--- src/sdwb_defs.svh ---
// constants for the write burst link: offsets, fields, reset values, counts
`ifndef SDWB_DEFS_SVH
`define SDWB_DEFS_SVH
`define SDWB_A_CTRL      8'h00
`define SDWB_A_CMD       8'h04
`define SDWB_A_DATA      8'h08
`define SDWB_A_TWR       8'h0C
`define SDWB_A_WTR       8'h10
`define SDWB_A_CCD       8'h14
`define SDWB_A_STAT      8'h18
`define SDWB_C_DBI       2
`define SDWB_C_CRC       3
`define SDWB_C_DM        4
`define SDWB_C_PRE2      5
`define SDWB_C_CWL_LSB   6
`define SDWB_C_AL_LSB    11
`define SDWB_K_GO        0
`define SDWB_K_BC        1
`define SDWB_K_AUTOPRE   2
`define SDWB_K_PRE       3
`define SDWB_K_MR        4
`define SDWB_K_INIT      5
`define SDWB_K_BANK_LSB  8
`define SDWB_CTRL_RST    16'h0240
`define SDWB_TWR_RST     24'h0C0C0C
`define SDWB_WTR_RST     32'h04040404
`define SDWB_CCD_RST     8'h04
`define SDWB_CWL_MIN     5'h09
`define SDWB_CCD_BAD     8'h06
`define SDWB_CCD_FIX     8'h07
`define SDWB_CLK_BL8     3'h4
`define SDWB_CLK_BC4     3'h2
`define SDWB_OTF_PAD     8'h02
`define SDWB_SLIP        3'h2
`define SDWB_INIT_TICKS  8'h10
`endif

--- src/sdwb_pkg.sv ---
// types and shared burst decode for the write burst link
package sdwb_pkg;
`include "sdwb_defs.svh"
  typedef enum logic [1:0] {
    SDWB_BL8_FIXED = 2'h0,
    SDWB_PER_CMD   = 2'h1,
    SDWB_BC4_FIXED = 2'h2
  } sdwb_burst_e;

  typedef enum logic [2:0] {
    SDWB_C_IDLE = 3'h0,
    SDWB_C_LAT  = 3'h1,
    SDWB_C_DATA = 3'h3,
    SDWB_C_REC  = 3'h2,
    SDWB_C_INIT = 3'h6
  } sdwb_cstate_e;

  typedef enum logic [1:0] {
    SDWB_D_IDLE = 2'h0,
    SDWB_D_LAT  = 2'h1,
    SDWB_D_DATA = 2'h3
  } sdwb_dstate_e;

  // clocks of data per burst; two beats per clock
  function automatic logic [2:0] sdwb_burst_clocks(input logic [1:0] ctl, input logic bc);
    logic [2:0] c;
    c = `SDWB_CLK_BL8;
    if (ctl == SDWB_BC4_FIXED)
      c = `SDWB_CLK_BC4;
    else if (ctl == SDWB_PER_CMD && !bc)
      c = `SDWB_CLK_BC4;
    else
      c = `SDWB_CLK_BL8;
    return c;
  endfunction
endpackage

--- src/sdwb_if.sv ---
// link between the controller end and the memory device end
interface sdwb_if;
  logic        ck;
  logic        rst_n;
  logic        cmd_wr;
  logic        cmd_pre;
  logic        cmd_mr;
  logic        bc_bit;
  logic [1:0]  bank;
  logic [6:0]  mr_val;
  logic        dqs;
  logic [15:0] dq;
  logic        viol_major;
  modport ctrl (output ck, rst_n, cmd_wr, cmd_pre, cmd_mr, bc_bit, bank, mr_val, dqs, dq,
                input viol_major);
  modport dev  (input ck, rst_n, cmd_wr, cmd_pre, cmd_mr, bc_bit, bank, mr_val, dqs, dq,
                output viol_major);
endinterface

--- src/sdwb_ctrl.sv ---
// controller end: apb registers, link clock divider, write sequencing and recovery timing
`include "sdwb_defs.svh"
// Summary of operation
// - burst bits 10 force four-beat chop
// - bits 00, or 01 with chop high: eight
// - bits 01 with chop bit low: four
// - recovery counted from edge after last beat
// - no precharge before write recovery elapsed
// - inversion enabled selects inversion recovery time unless crc plus mask
// - crc plus mask select combined recovery, turnaround
// - two-cycle preamble needs latency above minimum
// - two-cycle preamble forbids six-clock write spacing
// - major timing violation demands full reset, initialization
// - minor violations never hang, error contained
// - strobe outside window is a major violation
// - precharge spacing latency plus burst plus recovery
module sdwb_ctrl (
  input  wire logic        CLOCK,
  input  wire logic        ARST_N,
  input  wire logic        CE,
  input  wire logic        PSEL,
  input  wire logic        PENABLE,
  input  wire logic        PWRITE,
  input  wire logic [7:0]  PADDR,
  input  wire logic [31:0] PWDATA,
  output logic [31:0]      PRDATA,
  output logic             PREADY,
  output logic             PSLVERR,
  sdwb_if.ctrl             LNK
);
  sdwb_pkg::sdwb_cstate_e st_r;
  logic [15:0] ctrl_r;
  logic [31:0] data_r;
  logic [23:0] twr_r;
  logic [31:0] wtr_r;
  logic [7:0]  ccd_r;
  logic        ph_r, go_bc_nxt, go_ap_nxt;
  logic        go_p_r, pre_p_r, mr_p_r, init_p_r, bc_r, apre_r, refused_r, need_init_r;
  logic [1:0]  bank_r, go_bank_nxt;
  logic [5:0]  lat_r;
  logic [2:0]  beats_r;
  logic        viol_s1_r, viol_s2_r;
  logic        ck_r, rst_n_r, wr_r, pre_r, mr_r, dqs_r;
  logic [15:0] dq_r;
  logic        twr_done, wtrs_done, wtrl_done, ccd_done, init_done;
  // link clock is CLOCK divided by two; link outputs change as it falls, except mr_val and the release of rst_n
  wire tick    = CE & ph_r;
  wire acc     = PSEL & PENABLE;
  wire wr_en   = acc & PWRITE;
  wire a_ctrl  = (PADDR == `SDWB_A_CTRL);
  wire a_cmd   = (PADDR == `SDWB_A_CMD);
  wire a_data  = (PADDR == `SDWB_A_DATA);
  wire a_twr   = (PADDR == `SDWB_A_TWR);
  wire a_wtr   = (PADDR == `SDWB_A_WTR);
  wire a_ccd   = (PADDR == `SDWB_A_CCD);
  wire a_stat  = (PADDR == `SDWB_A_STAT);
  wire mapped  = a_ctrl | a_cmd | a_data | a_twr | a_wtr | a_ccd | a_stat;
  wire cmd_wr  = wr_en & a_cmd;
  wire busy    = (st_r != sdwb_pkg::SDWB_C_IDLE);
  wire pre2    = ctrl_r[`SDWB_C_PRE2];
  wire crc_dm  = ctrl_r[`SDWB_C_CRC] & ctrl_r[`SDWB_C_DM];
  wire [4:0] column_write_latency = ctrl_r[`SDWB_C_CWL_LSB +: 5];
  wire [4:0] al  = ctrl_r[`SDWB_C_AL_LSB +: 5];
  wire [5:0] wl  = {1'b0, al} + {1'b0, column_write_latency};
  wire cfg_err = pre2 & (column_write_latency <= `SDWB_CWL_MIN);
  wire [7:0] ccd_eff = (pre2 && ccd_r == `SDWB_CCD_BAD) ? `SDWB_CCD_FIX : ccd_r;
  wire [7:0] twr_sel = crc_dm ? twr_r[23:16] :
                       ctrl_r[`SDWB_C_DBI] ? twr_r[15:8] : twr_r[7:0];
  wire [7:0] wtrs_sel = crc_dm ? wtr_r[23:16] : wtr_r[7:0];
  wire [7:0] wtrl_sel = crc_dm ? wtr_r[31:24] : wtr_r[15:8];
  wire [2:0] clocks  = sdwb_pkg::sdwb_burst_clocks(ctrl_r[1:0], bc_r);
  wire idle_like = (st_r == sdwb_pkg::SDWB_C_IDLE) | (st_r == sdwb_pkg::SDWB_C_REC);
  wire start_wr  = tick & idle_like & go_p_r & ccd_done & !cfg_err & !need_init_r & !init_p_r;
  wire refuse_wr = tick & idle_like & go_p_r & (cfg_err | need_init_r);
  wire start_init = tick & idle_like & init_p_r;
  wire start_mr  = tick & idle_like & mr_p_r & !go_p_r & !init_p_r;
  wire [7:0] pad = (ctrl_r[1:0] == sdwb_pkg::SDWB_PER_CMD && !bc_r) ? `SDWB_OTF_PAD : 8'h00;
  // the burst's end starts recovery on that same tick, as the link clock falls
  wire last_beat = tick & (st_r == sdwb_pkg::SDWB_C_DATA) & (beats_r == 3'h0);
  wire do_pre    = tick & idle_like & !start_wr & !start_init & twr_done &
                   (pre_p_r | (apre_r & st_r == sdwb_pkg::SDWB_C_REC));
  wire [31:0] stat = {21'h0, st_r, 1'b0, refused_r, need_init_r, cfg_err,
                      wtrl_done, wtrs_done, twr_done, busy};
  assign PREADY    = 1'b1;
  assign PSLVERR   = acc & !mapped;
  assign LNK.ck    = ck_r;
  assign LNK.rst_n = rst_n_r;
  assign LNK.cmd_wr  = wr_r;
  assign LNK.cmd_pre = pre_r;
  assign LNK.cmd_mr  = mr_r;
  assign LNK.bc_bit  = bc_r;
  assign LNK.bank    = bank_r;
  assign LNK.mr_val  = {wl[4:0], ctrl_r[1:0]};
  assign LNK.dqs     = dqs_r;
  assign LNK.dq      = dq_r;
  sdwb_cnt u_twr (.clk(CLOCK), .arst_n(ARST_N), .en(tick), .load(last_beat),
                  .val(twr_sel + pad), .done(twr_done));
  sdwb_cnt u_wtrs (.clk(CLOCK), .arst_n(ARST_N), .en(tick), .load(last_beat),
                   .val(wtrs_sel + pad), .done(wtrs_done));
  sdwb_cnt u_wtrl (.clk(CLOCK), .arst_n(ARST_N), .en(tick), .load(last_beat),
                   .val(wtrl_sel + pad), .done(wtrl_done));
  sdwb_cnt u_ccd (.clk(CLOCK), .arst_n(ARST_N), .en(tick), .load(start_wr),
                  .val(ccd_eff - 8'h01), .done(ccd_done));
  sdwb_cnt u_init (.clk(CLOCK), .arst_n(ARST_N), .en(tick), .load(start_init),
                   .val(`SDWB_INIT_TICKS), .done(init_done));
  always_ff @(posedge CLOCK or negedge ARST_N)
  begin
    if (!ARST_N)
    begin
      ctrl_r <= `SDWB_CTRL_RST;
      data_r <= 32'h00000000;
      twr_r  <= `SDWB_TWR_RST;
      wtr_r  <= `SDWB_WTR_RST;
      ccd_r  <= `SDWB_CCD_RST;
      PRDATA <= 32'h00000000;
    end
    else if (CE)
    begin
      if (wr_en && a_ctrl)
        ctrl_r <= PWDATA[15:0];
      if (wr_en && a_data)
        data_r <= PWDATA;
      if (wr_en && a_twr)
        twr_r <= PWDATA[23:0];
      if (wr_en && a_wtr)
        wtr_r <= PWDATA;
      if (wr_en && a_ccd)
        ccd_r <= PWDATA[7:0];
      if (PSEL && !PENABLE && !PWRITE)
        PRDATA <= a_ctrl ? {16'h0000, ctrl_r} : a_data ? data_r :
                  a_twr ? {8'h00, twr_r} : a_wtr ? wtr_r :
                  a_ccd ? {24'h000000, ccd_r} : a_stat ? stat : 32'h00000000;
    end
  end
  // pending orders; a new order overrides, consumption clears
  always_ff @(posedge CLOCK or negedge ARST_N)
  begin
    if (!ARST_N)
    begin
      go_p_r <= 1'b0;
      pre_p_r <= 1'b0;
      mr_p_r <= 1'b0;
      init_p_r <= 1'b0;
      refused_r <= 1'b0;
      need_init_r <= 1'b0;
      viol_s1_r <= 1'b0;
      viol_s2_r <= 1'b0;
      go_bc_nxt <= 1'b1;
      go_ap_nxt <= 1'b0;
      go_bank_nxt <= 2'h0;
    end
    else if (CE)
    begin
      viol_s1_r <= LNK.viol_major;
      viol_s2_r <= viol_s1_r;
      if (cmd_wr && PWDATA[`SDWB_K_GO])
      begin
        go_p_r <= 1'b1;
        go_bc_nxt <= PWDATA[`SDWB_K_BC];
        go_ap_nxt <= PWDATA[`SDWB_K_AUTOPRE];
        go_bank_nxt <= PWDATA[`SDWB_K_BANK_LSB +: 2];
      end
      else if (start_wr || refuse_wr)
        go_p_r <= 1'b0;
      if (cmd_wr && PWDATA[`SDWB_K_PRE])
        pre_p_r <= 1'b1;
      else if (do_pre)
        pre_p_r <= 1'b0;
      if (cmd_wr && PWDATA[`SDWB_K_MR])
        mr_p_r <= 1'b1;
      else if (start_mr)
        mr_p_r <= 1'b0;
      if (cmd_wr && PWDATA[`SDWB_K_INIT])
        init_p_r <= 1'b1;
      else if (start_init)
        init_p_r <= 1'b0;
      if (refuse_wr)
        refused_r <= 1'b1;
      else if (start_wr)
        refused_r <= 1'b0;
      // a violation seen during reinit still wins
      if (viol_s2_r)
        need_init_r <= 1'b1;
      else if (st_r == sdwb_pkg::SDWB_C_INIT && tick && init_done)
        need_init_r <= 1'b0;
    end
  end
  // link sequencer, one step per link clock
  always_ff @(posedge CLOCK or negedge ARST_N)
  begin
    if (!ARST_N)
    begin
      st_r <= sdwb_pkg::SDWB_C_IDLE;
      ph_r <= 1'b0;
      ck_r <= 1'b0;
      rst_n_r <= 1'b0;
      wr_r <= 1'b0;
      pre_r <= 1'b0;
      mr_r <= 1'b0;
      dqs_r <= 1'b0;
      dq_r <= 16'h0000;
      bc_r <= 1'b0;
      apre_r <= 1'b0;
      bank_r <= 2'h0;
      lat_r <= 6'h00;
      beats_r <= 3'h0;
    end
    else if (CE)
    begin
      ph_r <= ~ph_r;
      ck_r <= ~ph_r;
      if (!init_p_r && !start_init && st_r == sdwb_pkg::SDWB_C_IDLE)
        rst_n_r <= 1'b1;
      if (tick)
      begin
        wr_r <= start_wr;
        pre_r <= do_pre;
        mr_r <= start_mr;
        if (start_init)
        begin
          rst_n_r <= 1'b0;
          st_r <= sdwb_pkg::SDWB_C_INIT;
        end
        else if (start_wr)
        begin
          lat_r <= wl;
          st_r <= sdwb_pkg::SDWB_C_LAT;
          bc_r <= go_bc_nxt;
          apre_r <= go_ap_nxt;
          bank_r <= go_bank_nxt;
        end
        else
        begin
          case (st_r)
            sdwb_pkg::SDWB_C_LAT:
            begin
              if (lat_r <= 6'h01)
              begin
                dqs_r <= 1'b1;
                dq_r <= data_r[15:0];
                beats_r <= clocks - 3'h1;
                st_r <= sdwb_pkg::SDWB_C_DATA;
              end
              else
                lat_r <= lat_r - 6'h01;
            end
            sdwb_pkg::SDWB_C_DATA:
            begin
              if (beats_r == 3'h0)
              begin
                dqs_r <= 1'b0;
                st_r <= sdwb_pkg::SDWB_C_REC;
              end
              else
              begin
                dq_r <= data_r[15:0] ^ {13'h0, beats_r};
                beats_r <= beats_r - 3'h1;
              end
            end
            sdwb_pkg::SDWB_C_REC:
              if (twr_done && (!apre_r || do_pre))
                st_r <= sdwb_pkg::SDWB_C_IDLE;
            sdwb_pkg::SDWB_C_INIT:
              if (init_done)
                st_r <= sdwb_pkg::SDWB_C_IDLE;
            default:
              st_r <= sdwb_pkg::SDWB_C_IDLE;
          endcase
        end
      end
    end
  end
endmodule

--- src/sdwb_cnt.sv ---
// loadable down counter advancing on link ticks
module sdwb_cnt (
  input  wire logic       clk,
  input  wire logic       arst_n,
  input  wire logic       en,
  input  wire logic       load,
  input  wire logic [7:0] val,
  output logic            done
);
  logic [7:0] cnt_r;

  assign done = (cnt_r == 8'h00);

  always_ff @(posedge clk or negedge arst_n)
  begin
    if (!arst_n)
      cnt_r <= 8'h00;
    else if (load)
      cnt_r <= val;
    else if (en && !done)
      cnt_r <= cnt_r - 8'h01;
  end
endmodule

--- src/flat_wrapper.sv ---
// flat-port wrapper written by rule: the top's interface ports become plain ports
module sdwb_ctrl_flat 
  (CLOCK, ARST_N, CE, PSEL, PENABLE, PWRITE, PADDR, PWDATA, PRDATA, PREADY, PSLVERR, LNK_ck, LNK_rst_n, LNK_cmd_wr, LNK_cmd_pre, LNK_cmd_mr, LNK_bc_bit, LNK_bank, LNK_mr_val, LNK_dqs, LNK_dq, LNK_viol_major);
  sdwb_if LNK_i ();
  input  wire logic CLOCK;
  input  wire logic ARST_N;
  input  wire logic CE;
  input  wire logic PSEL;
  input  wire logic PENABLE;
  input  wire logic PWRITE;
  input  wire logic [7:0] PADDR;
  input  wire logic [31:0] PWDATA;
  output logic [31:0] PRDATA;
  output logic PREADY;
  output logic PSLVERR;
  output wire logic [$bits(LNK_i.ck)-1:0] LNK_ck;
  output wire logic [$bits(LNK_i.rst_n)-1:0] LNK_rst_n;
  output wire logic [$bits(LNK_i.cmd_wr)-1:0] LNK_cmd_wr;
  output wire logic [$bits(LNK_i.cmd_pre)-1:0] LNK_cmd_pre;
  output wire logic [$bits(LNK_i.cmd_mr)-1:0] LNK_cmd_mr;
  output wire logic [$bits(LNK_i.bc_bit)-1:0] LNK_bc_bit;
  output wire logic [$bits(LNK_i.bank)-1:0] LNK_bank;
  output wire logic [$bits(LNK_i.mr_val)-1:0] LNK_mr_val;
  output wire logic [$bits(LNK_i.dqs)-1:0] LNK_dqs;
  output wire logic [$bits(LNK_i.dq)-1:0] LNK_dq;
  input wire logic [$bits(LNK_i.viol_major)-1:0] LNK_viol_major;
  assign LNK_ck = LNK_i.ck;
  assign LNK_rst_n = LNK_i.rst_n;
  assign LNK_cmd_wr = LNK_i.cmd_wr;
  assign LNK_cmd_pre = LNK_i.cmd_pre;
  assign LNK_cmd_mr = LNK_i.cmd_mr;
  assign LNK_bc_bit = LNK_i.bc_bit;
  assign LNK_bank = LNK_i.bank;
  assign LNK_mr_val = LNK_i.mr_val;
  assign LNK_dqs = LNK_i.dqs;
  assign LNK_dq = LNK_i.dq;
  assign LNK_i.viol_major = LNK_viol_major;
  sdwb_ctrl u_core (.CLOCK(CLOCK), .ARST_N(ARST_N), .CE(CE), .PSEL(PSEL), .PENABLE(PENABLE), .PWRITE(PWRITE), .PADDR(PADDR), .PWDATA(PWDATA), .PRDATA(PRDATA), .PREADY(PREADY), .PSLVERR(PSLVERR), .LNK(LNK_i));
endmodule
--- config.mk ---
export PLATFORM = sky130hd
export DESIGN_NAME = sdwb_ctrl_flat
export DESIGN_NICKNAME = d
export VERILOG_FILES = /design/src/sdwb_pkg.sv /design/src/sdwb_if.sv /design/src/sdwb_ctrl.sv /design/src/sdwb_cnt.sv /design/src/flat_wrapper.sv
export VERILOG_INCLUDE_DIRS = /design/src
export SDC_FILE = /design/constraint.sdc
export NUM_CORES = 1
export LEC_CHECK = 0
export ABC_AREA = 1
export BUFFER_PORTS_ARGS = -buffer_cell sky130_fd_sc_hd__buf_2
export CORE_ASPECT_RATIO = 0.75
export CORE_MARGIN = 4
export CORE_UTILIZATION = 40
export CTS_BUF_LIST = sky130_fd_sc_hd__clkbuf_4 sky130_fd_sc_hd__clkbuf_8
export CTS_CLUSTER_SIZE = 25
export DETAILED_ROUTE_END_ITERATION = 12
export HOLD_SLACK_MARGIN = 0.06
export SETUP_SLACK_MARGIN = 0.15
export SLEW_MARGIN = 15
export SYNTH_ARGS = -nofsm -noshare
export SYNTH_HDL_FRONTEND = slang
export SYNTH_HIERARCHICAL = 1
export SYNTH_SLANG_ARGS = --single-unit
export TNS_END_PERCENT = 20
--- constraint.sdc ---
create_clock -name CLOCK -period 4.59 [get_ports CLOCK]
set_input_delay 0.918 -clock CLOCK [delete_from_list [all_inputs] [get_ports CLOCK]]
set_output_delay 0.918 -clock CLOCK [all_outputs]
set_load 0.02 [all_outputs]
## Word-level counts from Yosys, hierarchy flattened

Cells that the tools add are included.

| word-level totals | value |
|---|---|
| register bits | 234 |
| output and inout port bits | 66 |
| logic and storage cells | 249 |

| operators by class | value |
|---|---|
| $add $sub $neg | 13 |
| magnitude comparators | 2 |
| equal/unequal tests | 21 |
| mux-type cells | 58 |
| bitwise operators | 38 |
| reduce and logical (&&, ||, !) cells | 82 |

Operators by type and width:

| operator | count |
|---|---|
| 2-to-1 mux 32 bit | 5 |
| 2-to-1 mux 8 bit | 15 |
| logical NOT 8 bit | 6 |
| subtractor 8 x 1 -> 8 bit, second input constant | 6 |
| 2-to-1 mux 16 bit | 2 |
| case mux 16 bit (2 select lines) | 1 |
| 2-to-1 mux 3 bit | 10 |
| AND reduction 2 bit | 14 |
| nonzero test 2 bit | 13 |
| AND 1 bit | 25 |
| adder 8 bit | 3 |
| == test 8 x 5 -> 1 bit, second input constant | 3 |
| logical AND 1 bit | 23 |
| 2-to-1 mux 6 bit | 3 |
| 2-to-1 mux 1 bit | 17 |
| == test 8 x 3 -> 1 bit, second input constant | 2 |
| == test 8 x 4 -> 1 bit, second input constant | 2 |
| logical NOT 1 bit | 16 |
| XOR 16 x 3 -> 16 bit | 1 |
| AND reduction 7 bit | 2 |
| case mux 3 bit (4 select lines) | 1 |
| 2-to-1 mux 11 bit | 1 |
| OR 1 bit | 9 |
| inequality test 4 x 1 -> 1 bit, second input constant | 2 |
| 23 further kinds | 32 |

## Depth between registers and ports, before layout

| logic depth | value |
|---|---|
| depth after elaboration | 19 |
| depth in mapped cells | 17 |

## Modules after synthesis

The synthesis kept the hierarchy.

Modules (own cells, without submodules):

| module | times used | cells an instance | area an instance (µm²) | sequential area each (µm²) |
|---|---|---|---|---|
| sdwb_ctrl | 1 | 1232 | 9775.6 | 4872.2 |
| sdwb_cnt | 5 | 93 | 596.8 | 200.2 |

## Worst setup path after synthesis

OpenSTA, ideal clock, no wires.

| path | value |
|---|---|
| kind | input to output |
| from | input PADDR[0] |
| to | output PSLVERR |
| arrival time | 1.930 ns |
| path slack | 1.742 ns |
| stages | 6 |
| path through | inv_1 -> nand2_1 -> nor2_4 -> inv_2 -> nor2_1 -> nor3_1 |

| on the way | value |
|---|---|
| cells in the longest elaborated chain, start to end | 9 |
| elaborated cells between the ends (all ways) | 15 |
| those cells by class | eq/ne: 6; bitwise: 7; reduce/logical: 2 |

RTL lines:

| item | line | source |
|---|---|---|
| start: declaration | flat_wrapper.sv:11 | `input wire logic [7:0] PADDR;` |
| == test 8 x 3 -> 1 bit (no source line) / logical NOT 8 bit (equally long branches) | - |  |
| OR 1 bit (5 in a row) | sdwb_ctrl.sv:57 | `wire mapped = a_ctrl \| a_cmd \| a_data \| a_twr \| a_wtr \| a_ccd \| a_stat;` |
| OR 1 bit (*) | sdwb_ctrl.sv:57 |  |
| logical NOT 1 bit (*) | sdwb_ctrl.sv:85 | `assign PSLVERR = acc & !mapped;` |
| AND 1 bit (*) | sdwb_ctrl.sv:85 |  |
| end: declaration | flat_wrapper.sv:15 | `output logic PSLVERR;` |

Mark *: on every way between the ends. The rest lies on a longest branch, timed or not.

## Worst setup path in the final report

| path | value |
|---|---|
| from | register u_core.ctrl_r[6] |
| to | output LNK_mr_val[6] |

| on the way | value |
|---|---|
| cells in the longest elaborated chain, start to end | 1 |

RTL lines:

| item | line | source |
|---|---|---|
| start: declaration | sdwb_ctrl.sv:32 | `logic [15:0] ctrl_r;` |
| start signal: assignment | sdwb_ctrl.sv:110 | `` ctrl_r <= `SDWB_CTRL_RST; `` |
| start signal: assignment | sdwb_ctrl.sv:120 | `ctrl_r <= PWDATA[15:0];` |
| adder 5 x 5 -> 6 bit | sdwb_ctrl.sv:64 | `wire [5:0] wl = {1'b0, al} + {1'b0, column_write_latency};` |
| end: declaration | flat_wrapper.sv:23 | `output wire logic [$bits(LNK_i.mr_val)-1:0] LNK_mr_val;` |

Every way passes these cells.

==> Flow_metrics.wiki <==
{| class="wikitable"
! Metric !! Value
|-
| Outcome || complete, no violations
|-
| Count of different cell masters after synthesis || 47
|-
| Max rail drop VDD || 0.000150 V
|-
| Vias in the first global route || 10900
|-
| Worst Max-Slew Pin Slew || 1.26 ns
|-
| Share of layout cells above drive strength 1 || 15.0%
|-
| Count leader, synth || nand2_1
|-
| Crit path buffers/inverters || 3
|-
| Synth-to-layout area growth || 14.1%
|-
| Cells along the critical path || ha_1 -> inv_1 -> fa_1 -> o21ai_0 -> xnor2_1 -> inv_1 -> buf_2
|-
| Crit path from || u_core/ctrl_r[6]
|-
| Number of top-level design ports || 113
|-
| Endpoint class of the critical path || output port
|-
| Sequential share of power || 42.1%
|-
| Highest fanout seen on the critical path || 3
|-
| X dimension of the die || 214 µm
|-
| Clock tree root buffer cell || clkbuf_8
|-
| Final antenna-violating net count || 0
|-
| Top flip-flop cell by instance count after synthesis || dfrtp_1
|-
| Buffer count from post-CTS setup fixing || 0
|-
| Startpoint class of the critical path || flip-flop
|-
| Largest buffer count on any clock path || 3
|-
| Synth area leader || dfrtp_1
|-
| Clock latency on the worst-skew pair || 0.56 ns
|-
| Hold Path Class || input pin to asynchronous set/reset pin
|-
| Number of maximum-capacitance constraint violations || 0
|-
| Final hold violation count || 0
|-
| Minimum clock period after layout || 3.39 ns
|-
| Cell types with the highest counts after synthesis || nand2_1 (582), dfrtp_1 (220), inv_1 (161), nand3_1 (143), o21ai_0 (118)
|-
| Fmax achieved || 295 MHz
|-
| Initial core utilization || 40.6%
|-
| Post-CTS clock slew at the launch and capture registers of the worst setup and hold paths || 0.06 ns
|-
| Total power draw || 5.84 mW
|-
| Top cells by area in the synthesized netlist || dfrtp_1 (43%), nand2_1 (17%), nand3_1 (5.6%), inv_1 (4.7%), o21ai_0 (4.6%)
|-
| Area enclosed by the die boundary || 34900 µm²
|-
| Most prevalent standard cell on the critical path || inv_1
|-
| Clock tree sinks || 234
|-
| Internal power consumption || 3.89 mW
|-
| Vias/cell || 5.08
|-
| Die height || 163 µm
|-
| PD cells || 401 nW/µm²
|-
| Cell type group with the largest total delay on the critical path || adder cells
|-
| Vias after detailed routing || 11400
|-
| TritonCTS clock tree || yes
|-
| Routed Wire Length || 37000 µm
|-
| Routability cong. || 0.911
|-
| Total number of placement rows || 56
|-
| Initial antenna violation count || 0
|-
| Placed instance area || 13700 µm²
|-
| GRT Residual Overflow || 0
|-
| Dpl hpwl || 26700 µm
|-
| Switching Power || 1.95 mW
|-
| Endpoint of the most critical register-to-register path || u_core/u_twr/cnt_r[7]
|-
| Pins Over Slew Limit || 0
|-
| Total GRT Usage || 21.1%
|-
| FF-to-FF setup slack || 1.52 ns
|-
| Fraction of the yosys area taken by sequential cells || 46.0%
|-
| Delay contributed by the slowest stage of the critical path || 0.55 ns
|-
| Fin Clk Skew || 0.0194 ns
|-
| Number of gates given a new drive strength after cts || 0
|-
| Final layout net count || 1887
|-
| EDFF count, synth || 0
|-
| Syn Std Cell Area || 12800 µm²
|-
| Seq cells post-synth || 234
|-
| Core box area || 31400 µm²
|-
| Switching share of total power || 33.4%
|-
| Mean area per synthesized cell || 7.52 µm²
|-
| Worst slew slack as a fraction of its limit || 15.4%
|-
| Portion of total power attributed to combinational logic || 22.9%
|-
| Critical path class || flip-flop to output port
|-
| Number of setup violations in the final report || 0
|-
| Diodes inserted || 0
|-
| Routed WL per cell || 16.4 µm
|-
| Unrepaired setup endpoints after global routing || false
|-
| Instance count of the mapped netlist || 1697
|-
| Leakage power || 7.42 nW
|-
| Total DRC errors in the routed layout || 0
|-
| Clock Power Share || 35.0%
|-
| Area fraction of the dominant cell type after synthesis || 43.1%
|-
| Wire length of the first global-routing pass || 59400 µm
|-
| Critical-path top delay cell || dfstp_2
|-
| Port-buffer cells || 111
|-
| Share of the clock period used by the worst path after layout || 73.9%
|-
| Worst endpoint data arrival time || 2.48 ns
|-
| Hold Buf Count CTS || 0
|-
| Total clock buffers created by CTS || 41
|-
| Yosys warnings || 6
|-
| Deepest level of the CTS H-tree || 2
|-
| Origin of the critical flop-to-flop path || u_core/ctrl_r[3]
|-
| Total non-filler cell area in the finished layout || 14600 µm²
|-
| TritonRoute pass-1 iters || 5
|-
| Final TNS setup || 0 ns
|-
| Maximum number of pins on one net before global-route repair || 115
|-
| Iteration-0 DRC Markers || 937
|-
| Data required time of the critical path || 3.67 ns
|-
| Fraction of registers with async set/reset || 100%
|-
| Number of cells traversed by the worst register-to-register path || 15
|}
[sequential cells by signal (all words and copies together) (netlist names), 16 cells and up]
signal,cells
u_core/PRDATA,32
u_core/data_r,32
u_core/wtr_r,32
u_core/twr_r,24
u_core/LNK.dq,16
u_core/ctrl_r,16
[power by group through the flow]
stage	combinational, mW	clock, mW	sequential, mW
after detailed placement	1.33	0	2.49
after CTS	1.34	2.10	2.46
after global placement	1.31	0	2.49
after floorplan	1.00	0	2.45
final	1.34	2.05	2.46
after global routing	1.53	2.20	2.49
[stage by stage]
step / setup slack [ns] / util [%] / hold WS (ns) / std cells
finish: 1.20 / 46.4 / 0.433 / 2252
global route: 1.13 / 46.4 / 0.494 / 2252
CTS: 1.18 / 46.4 / 0.469 / 2252
detailed placement: 1.33 / 43.6 / 0.454 / 2177
global placement: 1.42 / 43.6 / 0.453 / 2177
floorplan: 1.74 / - / 0.442 / 1704
[how the worst max path moves through the flow]
stage | slack [ns] | to | cells after the start
after global placement | 1.42 | u_core/u_ccd/cnt_r[2] | 10
after detailed placement | 1.33 | u_core/u_ccd/cnt_r[4] | 10
after CTS | 1.18 | LNK_mr_val[6] | 7
after global routing | 1.13 | LNK_mr_val[6] | 7
final | 1.20 | LNK_mr_val[6] | 7
after floorplan | 1.74 | PSLVERR | 6
[routing by layer]
| layer | track usage (%) | wire length (µm) | up-vias |
|---|---|---|---|
| li1 | - | - | 5663 |
| met1 | 32.6 | 18600 | 5358 |
| met2 | 30.9 | 15400 | 361 |
| met3 | 3.17 | 2050 | 64 |
| met4 | 5.51 | 849 | 0 |
| met5 | 0 | 0 | - |
[layout make-up]
type | instances | area [µm²]
flip-flops and latches | 234 | 5870
clock inverters | 4 | 31.3
inverters | 174 | 659
fillers | 3183 | 16800
multi-input cells | 1241 | 5970
clock buffers | 71 | 852
well taps | 406 | 508
repair buffers | 122 | 661
[cell usage in the layout, fill, tap and decap left out, drive strengths merged, types with 3 or more instances in the layout]
cell and n:
nand2 598, dfrtp 220, o21ai 210, inv 169, nand3 143, nor2 126, buf 122, clkbuf 71
a21oi 35, nand4 26, ha 25, xnor2 19, dfstp 14, xor2 13, conb 9, nor3 9
or2 7, clkinv 7, a31oi 4, nand3b 3
[worst register-to-register path, stage by stage (launching register included)]
cell	delay [ns]
dfrtp_1	0.51
nand2_1	0.68
buf_4	0.44
nand3_1	0.13
o21ai_0	0.16
inv_1	0.12
ha_1	0.21
nand2_1	0.07
nor2_1	0.18
nand2_1	0.08
nand2_1	0.07
nand2_1	0.07
nand2_1	0.09
nand2_1	0.05
inv_1	0.05
nand2_1	0.04
[cell families after synthesis]
family	Yosys count	synth area share, %
adder cells (fa/ha/maj)	26	2.61
buffers and inverters	229	7.38
other	2	0.0589
multiplexers	4	0.333
AND/OR/NAND/NOR	915	30.6
AO/OA/AOI/OAI	255	10.7
flip-flops	234	46.0
XOR/XNOR	32	2.20
Note: power is estimated with default switching activity, not from simulation.
